**src/include/ictx_pkg.sv**
```systemverilog
// constants and types for the iec958 transmitter with subcode output
// ----------------------------------------------------------------
// What this block does
// only 20 audio bits per sample; four lowest slot bits always zero
// two serial outputs, consumer and professional status layouts only differ
// after reset both outputs toggle at crystal clock over sixteen until enabled
// consumer status bits 0-31 from register, bit 31 first, rest zero
// professional bits 0-23 from 31:8, 24-183 zero, 184-191 from 7:0
// software loads professional low byte with crc of status frame
// transmit sample buffer flags underrun, overrun and empty
// transmit clock kept at or below one third of system clock
// frames carry status, user bits and software controlled validity flag
// user channel carries only cd subcode symbols
// one subcode word source feeds both user channel and subcode port
// software writes next four subcode bytes into user word register
// flag raised when user word consumed and needs reload
// flag raised when user word needed but not reloaded
// flag raised when next word must hold first byte of packet
// preset count loads position counter only with preset enable set
// sync low first bit of each symbol, first two of packet start
// internal timing inserts one symbol every twelve user bits
// subcode data sent msb first on external bit clock
// two sync slots sent as zero, software fills other 96 slots
// ----------------------------------------------------------------
package ictx_pkg;
   // register map
   localparam logic [7:0] OFS_CONS = 8'h28;
   localparam logic [7:0] OFS_PRO = 8'h2C;
   localparam logic [7:0] OFS_CTRL = 8'h30;
   localparam logic [7:0] OFS_UWORD = 8'h84;
   localparam logic [7:0] OFS_SUB = 8'h92;
   localparam logic [7:0] OFS_STAT = 8'h94;
   // fields
   localparam int CTL_RUN = 0;
   localparam int CTL_VALID = 1;
   localparam int SUB_INT_TIM = 0;
   localparam int SUB_PRESET_EN = 15;
   localparam int SUB_PRESET_LSB = 8;
   localparam int ST_POS_LSB = 8;
   localparam int ST_FLAGS = 6;
   // idle clock divide
   localparam int IDLE_DIV = 16;
   localparam int IDLE_DIV_LOG2 = 4;
   // frame layout
   localparam logic [4:0] SLOT_AUX = 5'h04;
   localparam logic [4:0] SLOT_AUD0 = 5'h08;
   localparam logic [4:0] SLOT_AUD1 = 5'h1B;
   localparam logic [4:0] SLOT_V = 5'h1C;
   localparam logic [4:0] SLOT_U = 5'h1D;
   localparam logic [4:0] SLOT_C = 5'h1E;
   localparam logic [4:0] SLOT_P = 5'h1F;
   localparam logic [7:0] FRAME_LAST = 8'hBF;
   localparam logic [7:0] CONS_BITS = 8'h20;
   localparam logic [7:0] PRO_HEAD = 8'h18;
   localparam logic [7:0] PRO_CRC = 8'hB8;
   localparam logic [7:0] PRE_B = 8'hE8;
   localparam logic [7:0] PRE_M = 8'hE2;
   localparam logic [7:0] PRE_W = 8'hE4;
   localparam int ZERO_LSB = 4;
   // subcode packet
   localparam logic [6:0] PKT_SYNC = 7'h02;
   localparam logic [6:0] PKT_LAST = 7'h61;
   localparam logic [3:0] SYM_LAST = 4'hB;
   localparam logic [7:0] SYM_MARK = 8'h80;
   typedef enum logic [0:0] {LINE_IDLE = 1'b0, LINE_RUN = 1'b1} ictx_line_t;
endpackage

```
**src/include/ictx_sym_if.sv**
```systemverilog
// symbol hand-off between transmitter core and subcode port
`timescale 1ns/100ps
`default_nettype none
interface ictx_sym_if;
   logic [7:0] sym_byte;
   logic sym_first;
   logic sym_restart;
   logic take;
   modport main(output sym_byte, output sym_first, output sym_restart, input take);
   modport port(input sym_byte, input sym_first, input sym_restart, output take);
endinterface
`default_nettype wire

```
**src/core/ictx_subcode_port.sv**
```systemverilog
// three-wire subcode serializer on the external bit clock
`timescale 1ns/100ps
`default_nettype none
module ictx_subcode_port (
   input wire logic ref_clk,
   input wire logic rst,
   input wire logic subcode_bit_clk,
   output logic subcode_sync_out,
   output logic subcode_data_out,
   ictx_sym_if.port sym
);
   typedef struct packed {
      logic [2:0] sync;
      logic [2:0] bitn;
      logic [7:0] shift;
      logic first;
      logic sfsy;
      logic subr;
   } ictx_port_t;
   ictx_port_t st;
   ictx_port_t nx;
   logic edge_seen;

   // ----------------------------------------------------------------
   // serializer
   // ----------------------------------------------------------------
   assign edge_seen = st.sync[1] & ~st.sync[2];
   assign sym.take = edge_seen && st.bitn == 3'h0 && !sym.sym_restart;

   always_comb begin
      nx = st;
      nx.sync = {st.sync[1:0], subcode_bit_clk};
      if (sym.sym_restart) begin
         nx.bitn = 3'h0;
      end else if (edge_seen) begin
         nx.bitn = st.bitn + 3'h1;
         if (st.bitn == 3'h0) begin
            nx.subr = sym.sym_byte[7];
            nx.shift = {sym.sym_byte[6:0], 1'b0};
            nx.first = sym.sym_first;
         end else begin
            nx.subr = st.shift[7];
            nx.shift = {st.shift[6:0], 1'b0};
         end
         nx.sfsy = !(st.bitn == 3'h0 || (st.bitn == 3'h1 && st.first));
      end
   end

   always_ff @(posedge ref_clk or posedge rst) begin
      if (rst) begin
         st <= '0;
         st.sfsy <= 1'b1;
      end else begin
         st <= nx;
      end
   end

   assign subcode_sync_out = st.sfsy;
   assign subcode_data_out = st.subr;
endmodule
`default_nettype wire

```
**src/core/ictx_transmit.sv**
```systemverilog
// iec958 transmitter core with user channel subcode and register port
//
// The implementer's own choice: the plain strobed port.
`timescale 1ns/100ps
`default_nettype none
module ictx_transmit #(
   parameter int IDLE_DIV_LOG2 = ictx_pkg::IDLE_DIV_LOG2
) (
   input wire logic ref_clk,
   input wire logic rst,
   input wire logic [7:0] reg_addr,
   input wire logic [31:0] reg_wdata,
   input wire logic reg_write,
   input wire logic reg_read,
   output logic [31:0] reg_rdata,
   input wire logic [23:0] sample_data,
   input wire logic sample_valid,
   input wire logic tx_bit_clk,
   input wire logic subcode_bit_clk,
   output logic consumer_audio_out,
   output logic professional_audio_out,
   output logic subcode_sync_out,
   output logic subcode_data_out
);
   if (2 ** IDLE_DIV_LOG2 != ictx_pkg::IDLE_DIV) begin : g_bad_div
      $error("idle divider must give crystal over sixteen");
   end

   typedef struct packed {
      ictx_pkg::ictx_line_t mode;
      logic [IDLE_DIV_LOG2-1:0] div_cnt;
      logic [2:0] txc;
      logic [31:0] cons;
      logic [31:0] pro;
      logic [1:0] ctrl;
      logic [14:0] subctl;
      logic [31:0] uword;
      logic ufull;
      logic [1:0] uidx;
      logic [6:0] pos;
      logic [3:0] ucnt;
      logic [7:0] usym;
      logic [7:0] upend;
      logic upend_v;
      logic [ictx_pkg::ST_FLAGS-1:0] flags;
      logic [23:0] hold;
      logic hold_full;
      logic [19:0] shift;
      logic [4:0] slot;
      logic half;
      logic right;
      logic [7:0] frame;
      logic [1:0] lvl;
      logic [1:0] par;
      logic [1:0] base;
      logic [1:0] out;
      logic [31:0] rdata;
   } ictx_state_t;

   // flag positions in the status word
   localparam int F_UNDER = 0;
   localparam int F_OVER = 1;
   localparam int F_EMPTY = 2;
   localparam int F_UEMPTY = 3;
   localparam int F_UUNDER = 4;
   localparam int F_UPKT = 5;

   ictx_state_t st;
   ictx_state_t nx;
   ictx_sym_if sym();
   logic tick;
   logic run_tick;
   logic int_tim;
   logic u_load;
   logic consume;
   logic data_pos;
   logic drain;
   logic [31:0] word_shift;
   logic [7:0] cur_byte;
   logic [7:0] cur_u;
   logic wr_sub;

   function automatic logic ictx_cbit(input logic pro_sel, input logic [7:0] frame,
                                      input logic [31:0] cons, input logic [31:0] pro);
      logic [7:0] k;
      k = frame - ictx_pkg::PRO_CRC;
      ictx_cbit = 1'b0;
      if (!pro_sel) begin
         if (frame < ictx_pkg::CONS_BITS) begin
            ictx_cbit = cons[~frame[4:0]];
         end
      end else if (frame < ictx_pkg::PRO_HEAD) begin
         ictx_cbit = pro[~frame[4:0]];
      end else if (frame >= ictx_pkg::PRO_CRC) begin
         ictx_cbit = pro[~k[2:0]];
      end
   endfunction

   // ----------------------------------------------------------------
   // subcode symbol source, shared by user channel and port
   // ----------------------------------------------------------------
   assign tick = st.txc[1] & ~st.txc[2];
   assign run_tick = st.mode == ictx_pkg::LINE_RUN && st.ctrl[ictx_pkg::CTL_RUN] && tick;
   assign int_tim = st.subctl[ictx_pkg::SUB_INT_TIM];
   assign u_load = run_tick && st.half && st.slot == ictx_pkg::SLOT_U && st.ucnt == ictx_pkg::SYM_LAST;
   assign consume = int_tim ? u_load : sym.take;
   assign data_pos = st.pos >= ictx_pkg::PKT_SYNC;
   assign word_shift = st.uword >> {~st.uidx, 3'b000};
   assign cur_byte = (data_pos && st.ufull) ? word_shift[7:0] : 8'h00;
   assign cur_u = data_pos ? (cur_byte | ictx_pkg::SYM_MARK) : 8'h00;
   assign drain = run_tick && !st.half && st.slot == ictx_pkg::SLOT_AUX;
   assign wr_sub = reg_write && reg_addr == ictx_pkg::OFS_SUB;
   assign sym.sym_byte = cur_byte;
   assign sym.sym_first = st.pos == 7'h00;
   assign sym.sym_restart = wr_sub && reg_wdata[ictx_pkg::SUB_PRESET_EN];

   ictx_subcode_port u_port (
      .ref_clk(ref_clk),
      .rst(rst),
      .subcode_bit_clk(subcode_bit_clk),
      .subcode_sync_out(subcode_sync_out),
      .subcode_data_out(subcode_data_out),
      .sym(sym)
   );

   always_comb begin
      logic b;
      logic bse;
      logic [7:0] pre;
      logic [7:0] psh;
      logic [ictx_pkg::ST_FLAGS-1:0] set;
      logic [ictx_pkg::ST_FLAGS-1:0] clr;
      b = 1'b0;
      bse = 1'b0;
      pre = 8'h00;
      psh = 8'h00;
      set = '0;
      clr = '0;
      nx = st;
      nx.txc = {st.txc[1:0], tx_bit_clk};
      nx.div_cnt = st.div_cnt + 1'b1;
      nx.rdata = 32'h0000_0000;

      // ----------------------------------------------------------------
      // register writes
      // ----------------------------------------------------------------
      if (reg_write) begin
         case (reg_addr)
            ictx_pkg::OFS_CONS: nx.cons = reg_wdata;
            ictx_pkg::OFS_PRO: nx.pro = reg_wdata;
            ictx_pkg::OFS_CTRL: nx.ctrl = reg_wdata[1:0];
            ictx_pkg::OFS_STAT: clr = reg_wdata[ictx_pkg::ST_FLAGS-1:0];
            ictx_pkg::OFS_SUB: nx.subctl = reg_wdata[14:0];
            default: nx.ctrl = st.ctrl;
         endcase
      end

      // ----------------------------------------------------------------
      // line coder
      // ----------------------------------------------------------------
      case (st.mode)
         ictx_pkg::LINE_IDLE: begin
            // next count, so the first low phase after reset is not one cycle longer
            nx.lvl = {2{nx.div_cnt[IDLE_DIV_LOG2-1]}};
            nx.slot = 5'h00;
            nx.half = 1'b0;
            nx.right = 1'b0;
            nx.frame = 8'h00;
            nx.ucnt = 4'h0;
            nx.usym = 8'h00;
            if (st.ctrl[ictx_pkg::CTL_RUN]) begin
               nx.mode = ictx_pkg::LINE_RUN;
            end
         end
         ictx_pkg::LINE_RUN: begin
            if (!st.ctrl[ictx_pkg::CTL_RUN]) begin
               nx.mode = ictx_pkg::LINE_IDLE;
            end else if (tick) begin
               pre = st.right ? ictx_pkg::PRE_W : (st.frame == 8'h00 ? ictx_pkg::PRE_B : ictx_pkg::PRE_M);
               psh = pre << {st.slot[1:0], st.half};
               for (int i = 0; i < 2; i++) begin

                  if (st.slot >= ictx_pkg::SLOT_AUD0 && st.slot <= ictx_pkg::SLOT_AUD1) b = st.shift[0];
                  else if (st.slot == ictx_pkg::SLOT_V) b = st.ctrl[ictx_pkg::CTL_VALID];
                  else if (st.slot == ictx_pkg::SLOT_U) b = st.usym[7];
                  else if (st.slot == ictx_pkg::SLOT_C) b = ictx_cbit(i == 1, st.frame, st.cons, st.pro);
                  else if (st.slot == ictx_pkg::SLOT_P) b = st.par[i];
                  else b = 1'b0;
                  if (st.slot < ictx_pkg::SLOT_AUX) begin
                     bse = (st.slot == 5'h00 && !st.half) ? st.lvl[i] : st.base[i];
                     nx.base[i] = bse;
                     nx.lvl[i] = psh[7] ^ bse;
                     nx.par[i] = 1'b0;
                  end else if (!st.half || b) begin
                     nx.lvl[i] = ~st.lvl[i];
                  end
                  if (st.half && st.slot >= ictx_pkg::SLOT_AUX && st.slot != ictx_pkg::SLOT_P) begin
                     nx.par[i] = st.par[i] ^ b;
                  end
               end
               if (st.half && st.slot >= ictx_pkg::SLOT_AUD0 && st.slot <= ictx_pkg::SLOT_AUD1) begin
                  nx.shift = st.shift >> 1;
               end
               if (drain) begin
                  // only the upper 20 bits travel, the low nibble of the slot is the zeroed aux
                  nx.shift = st.hold_full ? st.hold[23:ictx_pkg::ZERO_LSB] : 20'h0_0000;
                  nx.hold_full = 1'b0;
                  set[F_UNDER] = !st.hold_full;
               end
               if (st.half && st.slot == ictx_pkg::SLOT_U) begin
                  if (u_load || st.ucnt == ictx_pkg::SYM_LAST) begin
                     nx.ucnt = 4'h0;
                     nx.usym = int_tim ? cur_u : (st.upend_v ? st.upend : 8'h00);
                     nx.upend_v = 1'b0;
                  end else begin
                     nx.ucnt = st.ucnt + 4'h1;
                     nx.usym = {st.usym[6:0], 1'b0};
                  end
               end
               if (st.half) begin
                  nx.slot = st.slot + 5'h01;
                  if (st.slot == ictx_pkg::SLOT_P) begin
                     nx.right = ~st.right;
                     if (st.right) nx.frame = (st.frame == ictx_pkg::FRAME_LAST) ? 8'h00 : st.frame + 8'h01;
                  end
               end
               nx.half = ~st.half;
            end
         end
         default: nx.mode = ictx_pkg::LINE_IDLE;
      endcase
      nx.out = nx.lvl;

      // ----------------------------------------------------------------
      // symbol consumption and user word
      // ----------------------------------------------------------------
      if (consume) begin
         if (data_pos) begin
            if (st.ufull) begin
               nx.uidx = st.uidx + 2'h1;
               if (st.uidx == 2'h3) begin
                  nx.ufull = 1'b0;
                  set[F_UEMPTY] = 1'b1;
                  set[F_UPKT] = st.pos == ictx_pkg::PKT_LAST;
               end
            end else begin
               set[F_UUNDER] = 1'b1;
            end
         end
         nx.pos = (st.pos == ictx_pkg::PKT_LAST) ? 7'h00 : st.pos + 7'h01;
         if (!int_tim) begin
            nx.upend = cur_u;
            nx.upend_v = 1'b1;
         end
      end
      if (reg_write && reg_addr == ictx_pkg::OFS_UWORD) begin
         nx.uword = reg_wdata;
         nx.ufull = 1'b1;
         nx.uidx = 2'h0;
      end
      if (sym.sym_restart) begin
         // presets beyond the packet end are clamped to its last slot
         nx.pos = (reg_wdata[14:8] > ictx_pkg::PKT_LAST) ? ictx_pkg::PKT_LAST : reg_wdata[14:8];
      end

      // ----------------------------------------------------------------
      // sample holding register and flags
      // ----------------------------------------------------------------
      if (sample_valid) begin
         set[F_OVER] = st.hold_full && !drain;
         nx.hold = sample_data;
         nx.hold_full = 1'b1;
      end
      // a set in the clearing cycle wins
      nx.flags = (st.flags & ~clr) | set;
      nx.flags[F_EMPTY] = ~nx.hold_full;

      if (reg_read) begin
         case (reg_addr)
            ictx_pkg::OFS_CONS: nx.rdata = st.cons;
            ictx_pkg::OFS_PRO: nx.rdata = st.pro;
            ictx_pkg::OFS_CTRL: nx.rdata = {30'h0000_0000, st.ctrl};
            ictx_pkg::OFS_UWORD: nx.rdata = st.uword;
            ictx_pkg::OFS_SUB: nx.rdata = {17'h0_0000, st.subctl};
            ictx_pkg::OFS_STAT: nx.rdata = {17'h0_0000, st.pos, 2'b00, st.flags};
            default: nx.rdata = 32'h0000_0000;
         endcase
      end
   end

   always_ff @(posedge ref_clk or posedge rst) begin
      if (rst) begin
         st <= '0;
         st.flags[F_UEMPTY] <= 1'b1;
         st.flags[F_EMPTY] <= 1'b1;
      end else begin
         st <= nx;
      end
   end

   assign reg_rdata = st.rdata;
   assign consumer_audio_out = st.out[0];
   assign professional_audio_out = st.out[1];
endmodule
`default_nettype wire

```
**config.mk**
```make
export PLATFORM = sky130hd
export DESIGN_NAME = ictx_transmit
export DESIGN_NICKNAME = d
export VERILOG_FILES = /design/src/include/ictx_pkg.sv /design/src/include/ictx_sym_if.sv /design/src/core/ictx_subcode_port.sv /design/src/core/ictx_transmit.sv
export SDC_FILE = /design/constraint.sdc
export NUM_CORES = 1
export LEC_CHECK = 0
export BUFFER_PORTS_ARGS = -buffer_cell sky130_fd_sc_hd__buf_4
export CORE_MARGIN = 8
export CORE_UTILIZATION = 25
export CTS_BUF_LIST = sky130_fd_sc_hd__clkbuf_8
export DETAILED_ROUTE_END_ITERATION = 10
export SYNTH_ARGS = -nofsm -noshare
export SYNTH_HDL_FRONTEND = slang
export SYNTH_SLANG_ARGS = --single-unit
```
**constraint.sdc**
```tcl
create_clock -name ref_clk -period 12.6 [get_ports ref_clk]
set_clock_uncertainty 0.15 [all_clocks]
set_input_delay 3.15 -clock ref_clk [delete_from_list [all_inputs] [get_ports ref_clk]]
set_output_delay 3.15 -clock ref_clk [all_outputs]
set_load 0.02 [all_outputs]
```
==> results of run 1 <==
per-layer routing:
metal	routed length [um]	up-vias
li1	-	4323
met1	16900	4785
met2	16800	242
met3	1700	71
met4	1080	2
met5	8	-
kinds of logic (layout without fill, tap and decap cells):
group | count (synthesis) | in the layout | synth area share [%]
multiplexers | 238 | 238 | 20.9
flip-flops | 268 | 268 | 50.3
other | 0 | 1 | 0
adder cells (fa/ha/maj) | 17 | 17 | 1.59
AO/OA/AOI/OAI | 207 | 207 | 10.0
buffers and inverters | 122 | 214 | 4.64
AND/OR/NAND/NOR | 316 | 316 | 11.7
XOR/XNOR | 13 | 13 | 0.853
power by group through the flow:
stage	Sequential, mW	Combinational, mW	Clock [mW]
floorplan	0.953	0.158	0
global placement	0.978	0.199	0
detailed placement	0.980	0.206	0
CTS	0.965	0.206	0.761
global route	0.974	0.227	0.797
finish	0.966	0.204	0.732
final cells by class:
type                       instances  share of cell area, %
sequential                       268                   43.5
multi-input combinational        791                   39.3
timing repair buffer             115                   5.60
tap                              688                   5.58
clock buffer                      51                   4.55
clock inverter                    32                  0.925
inverter                          16                  0.438
antenna                            1                 0.0162
per-stage QoR:
step                power, mW  utilization [%]  instances  hold slack (ps)
global placement         1.18             27.7       1878              192
floorplan                1.11                -       1181              181
CTS                      1.93             29.3       1961              205
global route             2.00             29.3       1962              202
finish                   1.90             29.3       1962              204
detailed placement       1.19             27.7       1878              187
registers in the layout, summed over array words and instances (netlist names):
name and cells:
st 215, reg_rdata 32, u_port.st 12, nx 2, u_port.nx 2, consumer_audio_out 1, int_tim 1, professional_audio_out 1
u_port.subcode_data_out 1, u_port.subcode_sync_out 1
cells in the final DEF (no fill, tap or decap), types with 4 or more instances in the layout:
cell      netlist  routed
a21oi_1        45      45
mux2_2        147     147
a21o_1          6       6
o21ai_1        10      10
nor2b_1        21      21
xnor2_1        10      10
nand2b_1        7       7
nor3b_1         5       5
mux2_1         46      46
or3_1           5       5
nor3_1         11      10
nand3_1        39      39
dfrtp_1       265     265
and3_1         11      11
or2_2           4       4
clkinv_2        0       6
a31oi_1        22      22
nor4_1          4       4
a21boi_0        5       5
mux2i_1        32      32
buf_4          36     115
nand4_1         4       4
ha_1           17      17
a22oi_1        43      43
inv_1          15      38
and2_1         15      15
nor2_1         65      64
nand2_1       101     101
o21ai_0        46      46
clkbuf_8        0      51
mux4_2         13      13
worst register-to-register path, delay by kind of cell, from the launching register on:
kind,cells,cell delay [ps]
AOI/OAI and AO/OA,3,1120
and+or+nand+nor,2,1100
muxes,1,210
DFF,1,360
buffers and inverters,1,260
worst min path at each step:
stage,start,to,slack [ps],depth (start not counted)
floorplan,nx[251]$_DFF_PP0_,nx[252]$_DFF_PP0_,180,0
global placement,nx[251]$_DFF_PP0_,nx[252]$_DFF_PP0_,190,0
detailed placement,nx[251]$_DFF_PP0_,nx[252]$_DFF_PP0_,190,0
CTS,nx[251]$_DFF_PP0_,nx[252]$_DFF_PP0_,200,0
global route,nx[251]$_DFF_PP0_,nx[252]$_DFF_PP0_,200,0
finish,u_port.nx[15]$_DFF_PP0_,u_port.nx[16]$_DFF_PP0_,200,0
==> impl_metrics.yaml, run 1 <==
floorplan:
  row_count: 84
  die_h_um: 247
  start_util_pct: 25.3
  die_area_um2: 61000
  ios: 107
  die_x_um: 247
  core_um2: 52700
timing:
  finalWorstSetupSlack_ps: 6230
  tightest_slew_ps: 1060
  fin_crit_ps: 6370
  fin_crit_sh_pct: 50.5
  maxSlewHeadroom_pct: 29.1
  rsz0062_at_grt: "no"
  drv_slew: 0
  setup_viol: 0
  final-hold-violation-count: 0
  fmax_ghz: 0.157
  setup_tns_ps: 0
yosys:
  synth_area_um2: 13300
  netlist_instances: 1181
  syn-num-nets: 1269
  yosysMostFrequentCell: "dfrtp_1"
  synth_edf_count: 0
  synth_flop_cell: "dfrtp_1"
  yosysWarningCount: 0
  ys_ff_latch: 268
  ys_top_cells_by_count: "265 x dfrtp_1, 147 x mux2_2, 101 x nand2_1, 65 x nor2_1, 50 x clkbuf_1"
  ys_types: 69
  avgSynthCellArea_um2: 11.3
  ys_async_sr_fraction_pct: 100
  synth_seq_area_share_pct: 50.3
  synth_top_area_share_pct: 49.7
  yosysTopAreaCell: "dfrtp_1"
  synth_area_leaders: "dfrtp_1 50%, mux2_2 12%, mux2_1 3.9%"
power_and_ir_drop:
  vdd_drop_max_mv: 0.0696
  power_density_nw_per_um2: 123
  leakage_nw: 6.95
  seqPwrFrac_pct: 50.8
  comb_power_share_pct: 10.7
  swShare_pct: 27.5
  p_clk_share_pct: 38.5
  p_int_mw: 1.38
  switching_power_mw: 0.522
clocking:
  cts.clk_slew.worst_paths_ps: 60
  postCtsSetupRepairBufs: 0
  cts.path.max_buffers: 3
  htree_levels: 2
  cts.repair.resized: 0
  cts_root_buffer: "clkbuf_8"
  holdBufCountCts: 0
  cts_buffers: 45
  cts_tree: "yes"
  cts.sinks: 268
  clk_latency_ps: 590
global_route:
  grt_max_degree: 117
  grt_use_met1_pct: 16.4
  busiest_layer: "met2"
  grt_pass1_wl_um: 58000
  use_met2_pct: 18.9
  grt_overflow: 0
  use_met3_pct: 2.11
  antenna_found_initial: 2
  grt_use_total_pct: 12.0
  grt_pass1_vias: 9724
routing:
  drtIter0Drc: 727
  routedWlPerCell_um: 18.6
  drt-vias-per-instance: 4.80
  vias: 9423
  drtAntennaViolNets: 0
  drc: 0
  drt_first_pass_iters: 5
  wl_um: 36600
final_layout:
  multi_input_comb_area_um2: 6060
  num-nets-final: 1325
  fillCellCount: 5368
  area.sequential_um2: 6710
  drive_above_1_share_pct: 28.3
  syn2layout_area_growth_pct: 15.5
  finalInstanceArea_um2: 15400
worst_setup_path:
  crit_path_end_kind: "flip-flop"
  reg2reg_slack_ps: 9250
  timing.rr.start: "u_port.st[16]$_DFF_PP0_"
  crit_end: "st[165]$_DFFE_PP0P_"
  path_cells: "buf_4 -> or3b_1 -> nor4bb_2 -> buf_4 -> and2b_1 -> nand2_2 -> mux2_1"
  cp-startpoint: "reg_addr[5]"
  reg2reg_depth: 7
  crit_fanout: 34
  path_class: "in -> reg"
  worstPathArrival_ps: 6670
  worst_path_most_repeated_cell: "buf_4"
  cp_top_family: "simple AND/OR/NAND/NOR gates"
  r2r_end: "st[135]$_DFFE_PP0P_"
  critical-path-max-stage-delay_ps: 870
  cp_slowest_cell: "and2b_1"
  critical_path.startpoint_type: "input pin"
  worst-path-buf-inv: 2
  path_depth: 7
  cp.required_ps: 12910
place:
  dp_hpwl_um: 25200
  gp_congestion: 0.835
  placed_area_um2: 14600
  pre_cts_ws_ps: 5660
  port_buffers: 102
outcome:
  status: "finished, final reports clean"
hold_path:
  hold_class: "reg -> reg"
run:
  drv_cap: 0
Power figures use the tool's default switching activity.
==> run 2: changes to the inputs <==
clock period = 5.47 ns   (was 12.6 ns; I/O delays follow)
==> impl_metrics.yaml, run 2 (same netlist as run 1, synthesis figures left out) <==
global_route:
  grt_max_degree: 145
  antenna_found_initial: 1
  grt_pass1_wl_um: 58500
  grt_pass1_vias: 9923
  grt_overflow: 0
  grt_use_total_pct: 12.0
power_and_ir_drop:
  vdd_drop_max_mv: 0.168
  power_mw: 4.49
  leakage_nw: 6.98
  power_density_nw_per_um2: 289
worst_setup_path:
  worstPathArrival_ps: 3950
  timing.rr.start: "st[41]$_DFFE_PP0P_"
  critical_path.startpoint_type: "input pin"
  reg2reg_depth: 7
  cp.required_ps: 5760
  reg2reg_slack_ps: 1880
  critical-path-max-stage-delay_ps: 610
  r2r_end: "consumer_audio_out$_DFFE_PP0P_"
  path_cells: "buf_4 -> or3b_1 -> nor4bb_2 -> buf_4 -> and2b_1 -> nand2_2 -> mux2_1"
  crit_fanout: 34
  crit_path_end_kind: "flip-flop"
  cp_slowest_cell: "nand2_2"
  path_class: "in -> reg"
  worst_path_most_repeated_cell: "buf_4"
clocking:
  postCtsSetupRepairBufs: 0
  htree_levels: 2
  cts.sinks: 268
  cts.clk_slew.worst_paths_ps: 60
  clk_latency_ps: 590
  holdBufCountCts: 0
  cts.path.max_buffers: 3
  cts_buffers: 46
  cts.repair.resized: 0
  cts_tree: "yes"
  cts_root_buffer: "clkbuf_8"
hold_path:
  hp-start: "nx[251]$_DFF_PP0_"
  holdPathStages: 0
  hold_end: "nx[252]$_DFF_PP0_"
  hold_class: "reg -> reg"
place:
  dp_hpwl_um: 25700
  pre_cts_ws_ps: 1220
  gp_congestion: 0.869
  dp.cells: 1881
  placed_area_um2: 14600
  port_buffers: 102
timing:
  rsz0062_at_grt: "no"
  holdWs_ps: 194
  fin_crit_ps: 3660
  finalWorstSetupSlack_ps: 1810
  fmax_ghz: 0.273
  setup_tns_ps: 0
  final-hold-violation-count: 0
  fin_crit_sh_pct: 66.9
  drv_slew: 0
  setup_viol: 0
  maxSlewHeadroom_pct: 27.8
  tightest_slew_ps: 1080
floorplan:
  core_um2: 52700
  start_util_pct: 25.3
  die_h_um: 247
  ios: 107
  die_area_um2: 61000
  row_count: 84
  die_x_um: 247
final_layout:
  largest_register: "st"
  drive_above_1_share_pct: 28.8
  finalInstanceArea_um2: 15500
  final_common_cell: "dfrtp_1"
  fin_util_pct: 29.5
  final_cells: 1965
  final_cell_mix: "265 x dfrtp_1, 147 x mux2_2, 117 x buf_4"
  syn2layout_area_growth_pct: 16.3
  num-nets-final: 1329
  largest_reg_flops: 215
routing:
  drtAntennaViolNets: 0
  drt_first_pass_iters: 5
  drc: 0
  wl_um: 36800
  routedWlPerCell_um: 18.8
  drtIter0Drc: 782
  vias: 9470
  drt-vias-per-instance: 4.82
outcome:
  status: "finished, final reports clean"
run:
  drv_cap: 0
## run 2: cell types whose count changed in the layout (fill, tap and decap cells not counted)
cell and change:
buf_12 +1, buf_4 +2, clkbuf_8 +7, clkinv_2 -3, clkinvlp_4 +1, inv_1 -4
inv_12 +1, inv_8 -2
## run 2: final cells by class
cell class / instances / area (um2)
Antenna cell: 1 / 2.50
Clock buffer: 58 / 798
Clock inverter: 25 / 118
Fill cell: 5390 / 37100
Inverter: 16 / 63.8
Multi-Input combinational cell: 791 / 6060
Sequential cell: 268 / 6710
Tap cell: 688 / 861
Timing Repair Buffer: 118 / 898
## run 2: routing by layer
layer  up-vias  share of wire (%)  GRT usage, %
met4         0                2.4          3.90
met1      4843                 45          16.0
met2       233                 47          19.6
met3        56                4.9          2.34
li1       4338                  -             -
met5         -                  0             0
## run 2: worst max-delay path: cells and delay by family
kind	cells	cell delay (ps)
AND/OR/NAND/NOR	4	1600
buffers and inverters	2	400
multiplexers	1	570
## run 2: worst max path at each step
stage | startpoint | to | slack, ps | cells past startpoint
6_report | reg_addr[5] | st[140]$_DFFE_PP0P_ | 1810 | 7
5_1_grt | reg_addr[5] | st[140]$_DFFE_PP0P_ | 1660 | 7
4_1_cts | reg_addr[5] | st[140]$_DFFE_PP0P_ | 1830 | 7
3_5_place_dp | reg_addr[5] | st[166]$_DFFE_PP0P_ | 1220 | 7
3_3_place_gp | reg_addr[5] | st[157]$_DFFE_PP0P_ | 1260 | 7
2_1_floorplan | rst | consumer_audio_out$_DFFE_PP0P_ | 420 | 1
## run 2: report_power, final
| part | internal [mW] | switching, mW | total [mW] |
|---|---|---|---|
| Sequential | 2.09 | 0.135 | 2.23 |
| Combinational | 0.227 | 0.248 | 0.475 |
| Clock | 0.958 | 0.830 | 1.79 |
| Total | 3.28 | 1.21 | 4.49 |
==> run 3: changes to the inputs <==
clock period = 3.83 ns   (was 5.47 ns; I/O delays follow)
==> impl_metrics.yaml, run 3 (same netlist as run 1, synthesis figures left out) <==
worst_setup_path:
  worstPathArrival_ps: 3250
  reg2reg_depth: 6
  critical_path.startpoint_type: "flip-flop"
  reg2reg_slack_ps: 880
  r2r_end: "professional_audio_out$_DFFE_PP0P_"
  crit_path_end_kind: "flip-flop"
  timing.rr.start: "st[42]$_DFFE_PP0P_"
  crit_fanout: 15
  path_class: "reg -> reg"
  cp.required_ps: 4130
final_layout:
  final_cell_mix: "265 x dfrtp_1, 147 x mux2_2, 126 x buf_4"
  finalInstanceArea_um2: 15700
  largest_reg_flops: 215
  num-nets-final: 1341
  final_common_cell: "dfrtp_1"
  drive_above_1_share_pct: 29.8
  largest_register: "st"
  fin_util_pct: 29.7
  syn2layout_area_growth_pct: 17.4
  fillCellCount: 5392
floorplan:
  start_util_pct: 25.3
  row_count: 84
  core_um2: 52700
  die_area_um2: 61000
  die_h_um: 247
  die_x_um: 247
  ios: 107
place:
  pre_cts_ws_ps: 427
  port_buffers: 102
  dp_hpwl_um: 26100
  gp_congestion: 0.838
  placed_area_um2: 14700
timing:
  fmax_ghz: 0.339
  rsz0062_at_grt: "no"
  final-hold-violation-count: 0
  drv_slew: 0
  setup_viol: 0
  maxSlewHeadroom_pct: 35.7
  fin_crit_ps: 2950
  tightest_slew_ps: 962
  fin_crit_sh_pct: 77.1
  finalWorstSetupSlack_ps: 877
outcome:
  status: "finished, final reports clean"
routing:
  routedWlPerCell_um: 18.7
  drtIter0Drc: 503
  drt_first_pass_iters: 6
  drtAntennaViolNets: 0
  wl_um: 36900
  drt-vias-per-instance: 4.78
  vias: 9446
  drc: 0
clocking:
  htree_levels: 2
  postCtsSetupRepairBufs: 0
  cts.sinks: 268
  cts_tree: "yes"
  cts_root_buffer: "clkbuf_8"
  cts_buffers: 45
  cts.repair.resized: 0
  cts.path.max_buffers: 3
  cts.clk_slew.worst_paths_ps: 60
  holdBufCountCts: 0
  clk_latency_ps: 580
hold_path:
  hold_class: "reg -> reg"
  hold_end: "u_port.nx[16]$_DFF_PP0_"
  holdPathStages: 0
  hp-start: "u_port.nx[15]$_DFF_PP0_"
power_and_ir_drop:
  leakage_nw: 7.04
  vdd_drop_max_mv: 0.200
  power_density_nw_per_um2: 412
global_route:
  grt_max_degree: 90
  grt_use_total_pct: 12.0
  antenna_found_initial: 1
  grt_pass1_vias: 9805
  grt_pass1_wl_um: 58300
  grt_overflow: 0
run:
  drv_cap: 0
[run 3: power breakdown]
part,switching [mW],internal [mW],total [mW]
sequential,0.191,2.99,3.18
clock,1.19,1.39,2.58
combinational,0.356,0.338,0.694
total,1.74,4.72,6.46
[run 3: metrics by stage]
step	hold WS (ps)	instances	TNS [ps]	power, mW
floorplan	181	1181	-215850	3.65
global placement	191	1894	0	3.90
detailed placement	188	1894	0	3.93
CTS	204	1975	0	6.56
global route	218	1976	0	6.77
finish	201	1976	0	6.46
[run 3: worst max-delay path by stage]
stage                                              end                from  depth (start not counted)
floorplan               consumer_audio_out$_DFFE_PP0P_                 rst                          1
global placement                   st[128]$_DFFE_PP0P_         reg_addr[4]                          7
detailed placement                 st[163]$_DFFE_PP0P_         reg_addr[5]                          7
CTS                     consumer_audio_out$_DFFE_PP0P_  st[42]$_DFFE_PP0P_                          6
global route            consumer_audio_out$_DFFE_PP0P_  st[42]$_DFFE_PP0P_                          6
finish              professional_audio_out$_DFFE_PP0P_  st[42]$_DFFE_PP0P_                          6
[run 3: area by class of cell]
| class | instances | area, um2 | area share [%] |
|---|---|---|---|
| timing repair buffer | 131 | 1050 | 6.68 |
| clock inverter | 25 | 143 | 0.911 |
| sequential | 268 | 6710 | 42.8 |
| multi-input combinational | 791 | 6060 | 38.7 |
| clock buffer | 56 | 771 | 4.92 |
| tap | 688 | 861 | 5.50 |
| inverter | 16 | 63.8 | 0.407 |
| antenna | 1 | 2.50 | 0.0160 |
[run 3: worst max-delay path, cell delays in order (launching register included)]
cell       delay (ps)
dfrtp_1           640
nor4b_1           750
a2111oi_0         240
nor3_1            410
mux2i_1           250
o221ai_1          130
mux2_2            270
[run 3: routing by layer]
metal | vias up | global-route usage, % | part of all wire (%)
met5 | - | 0 | 0
met4 | 0 | 3.90 | 2.5
met3 | 64 | 2.30 | 4.6
met2 | 205 | 19.5 | 47
met1 | 4814 | 16.0 | 46
li1 | 4363 | - | -
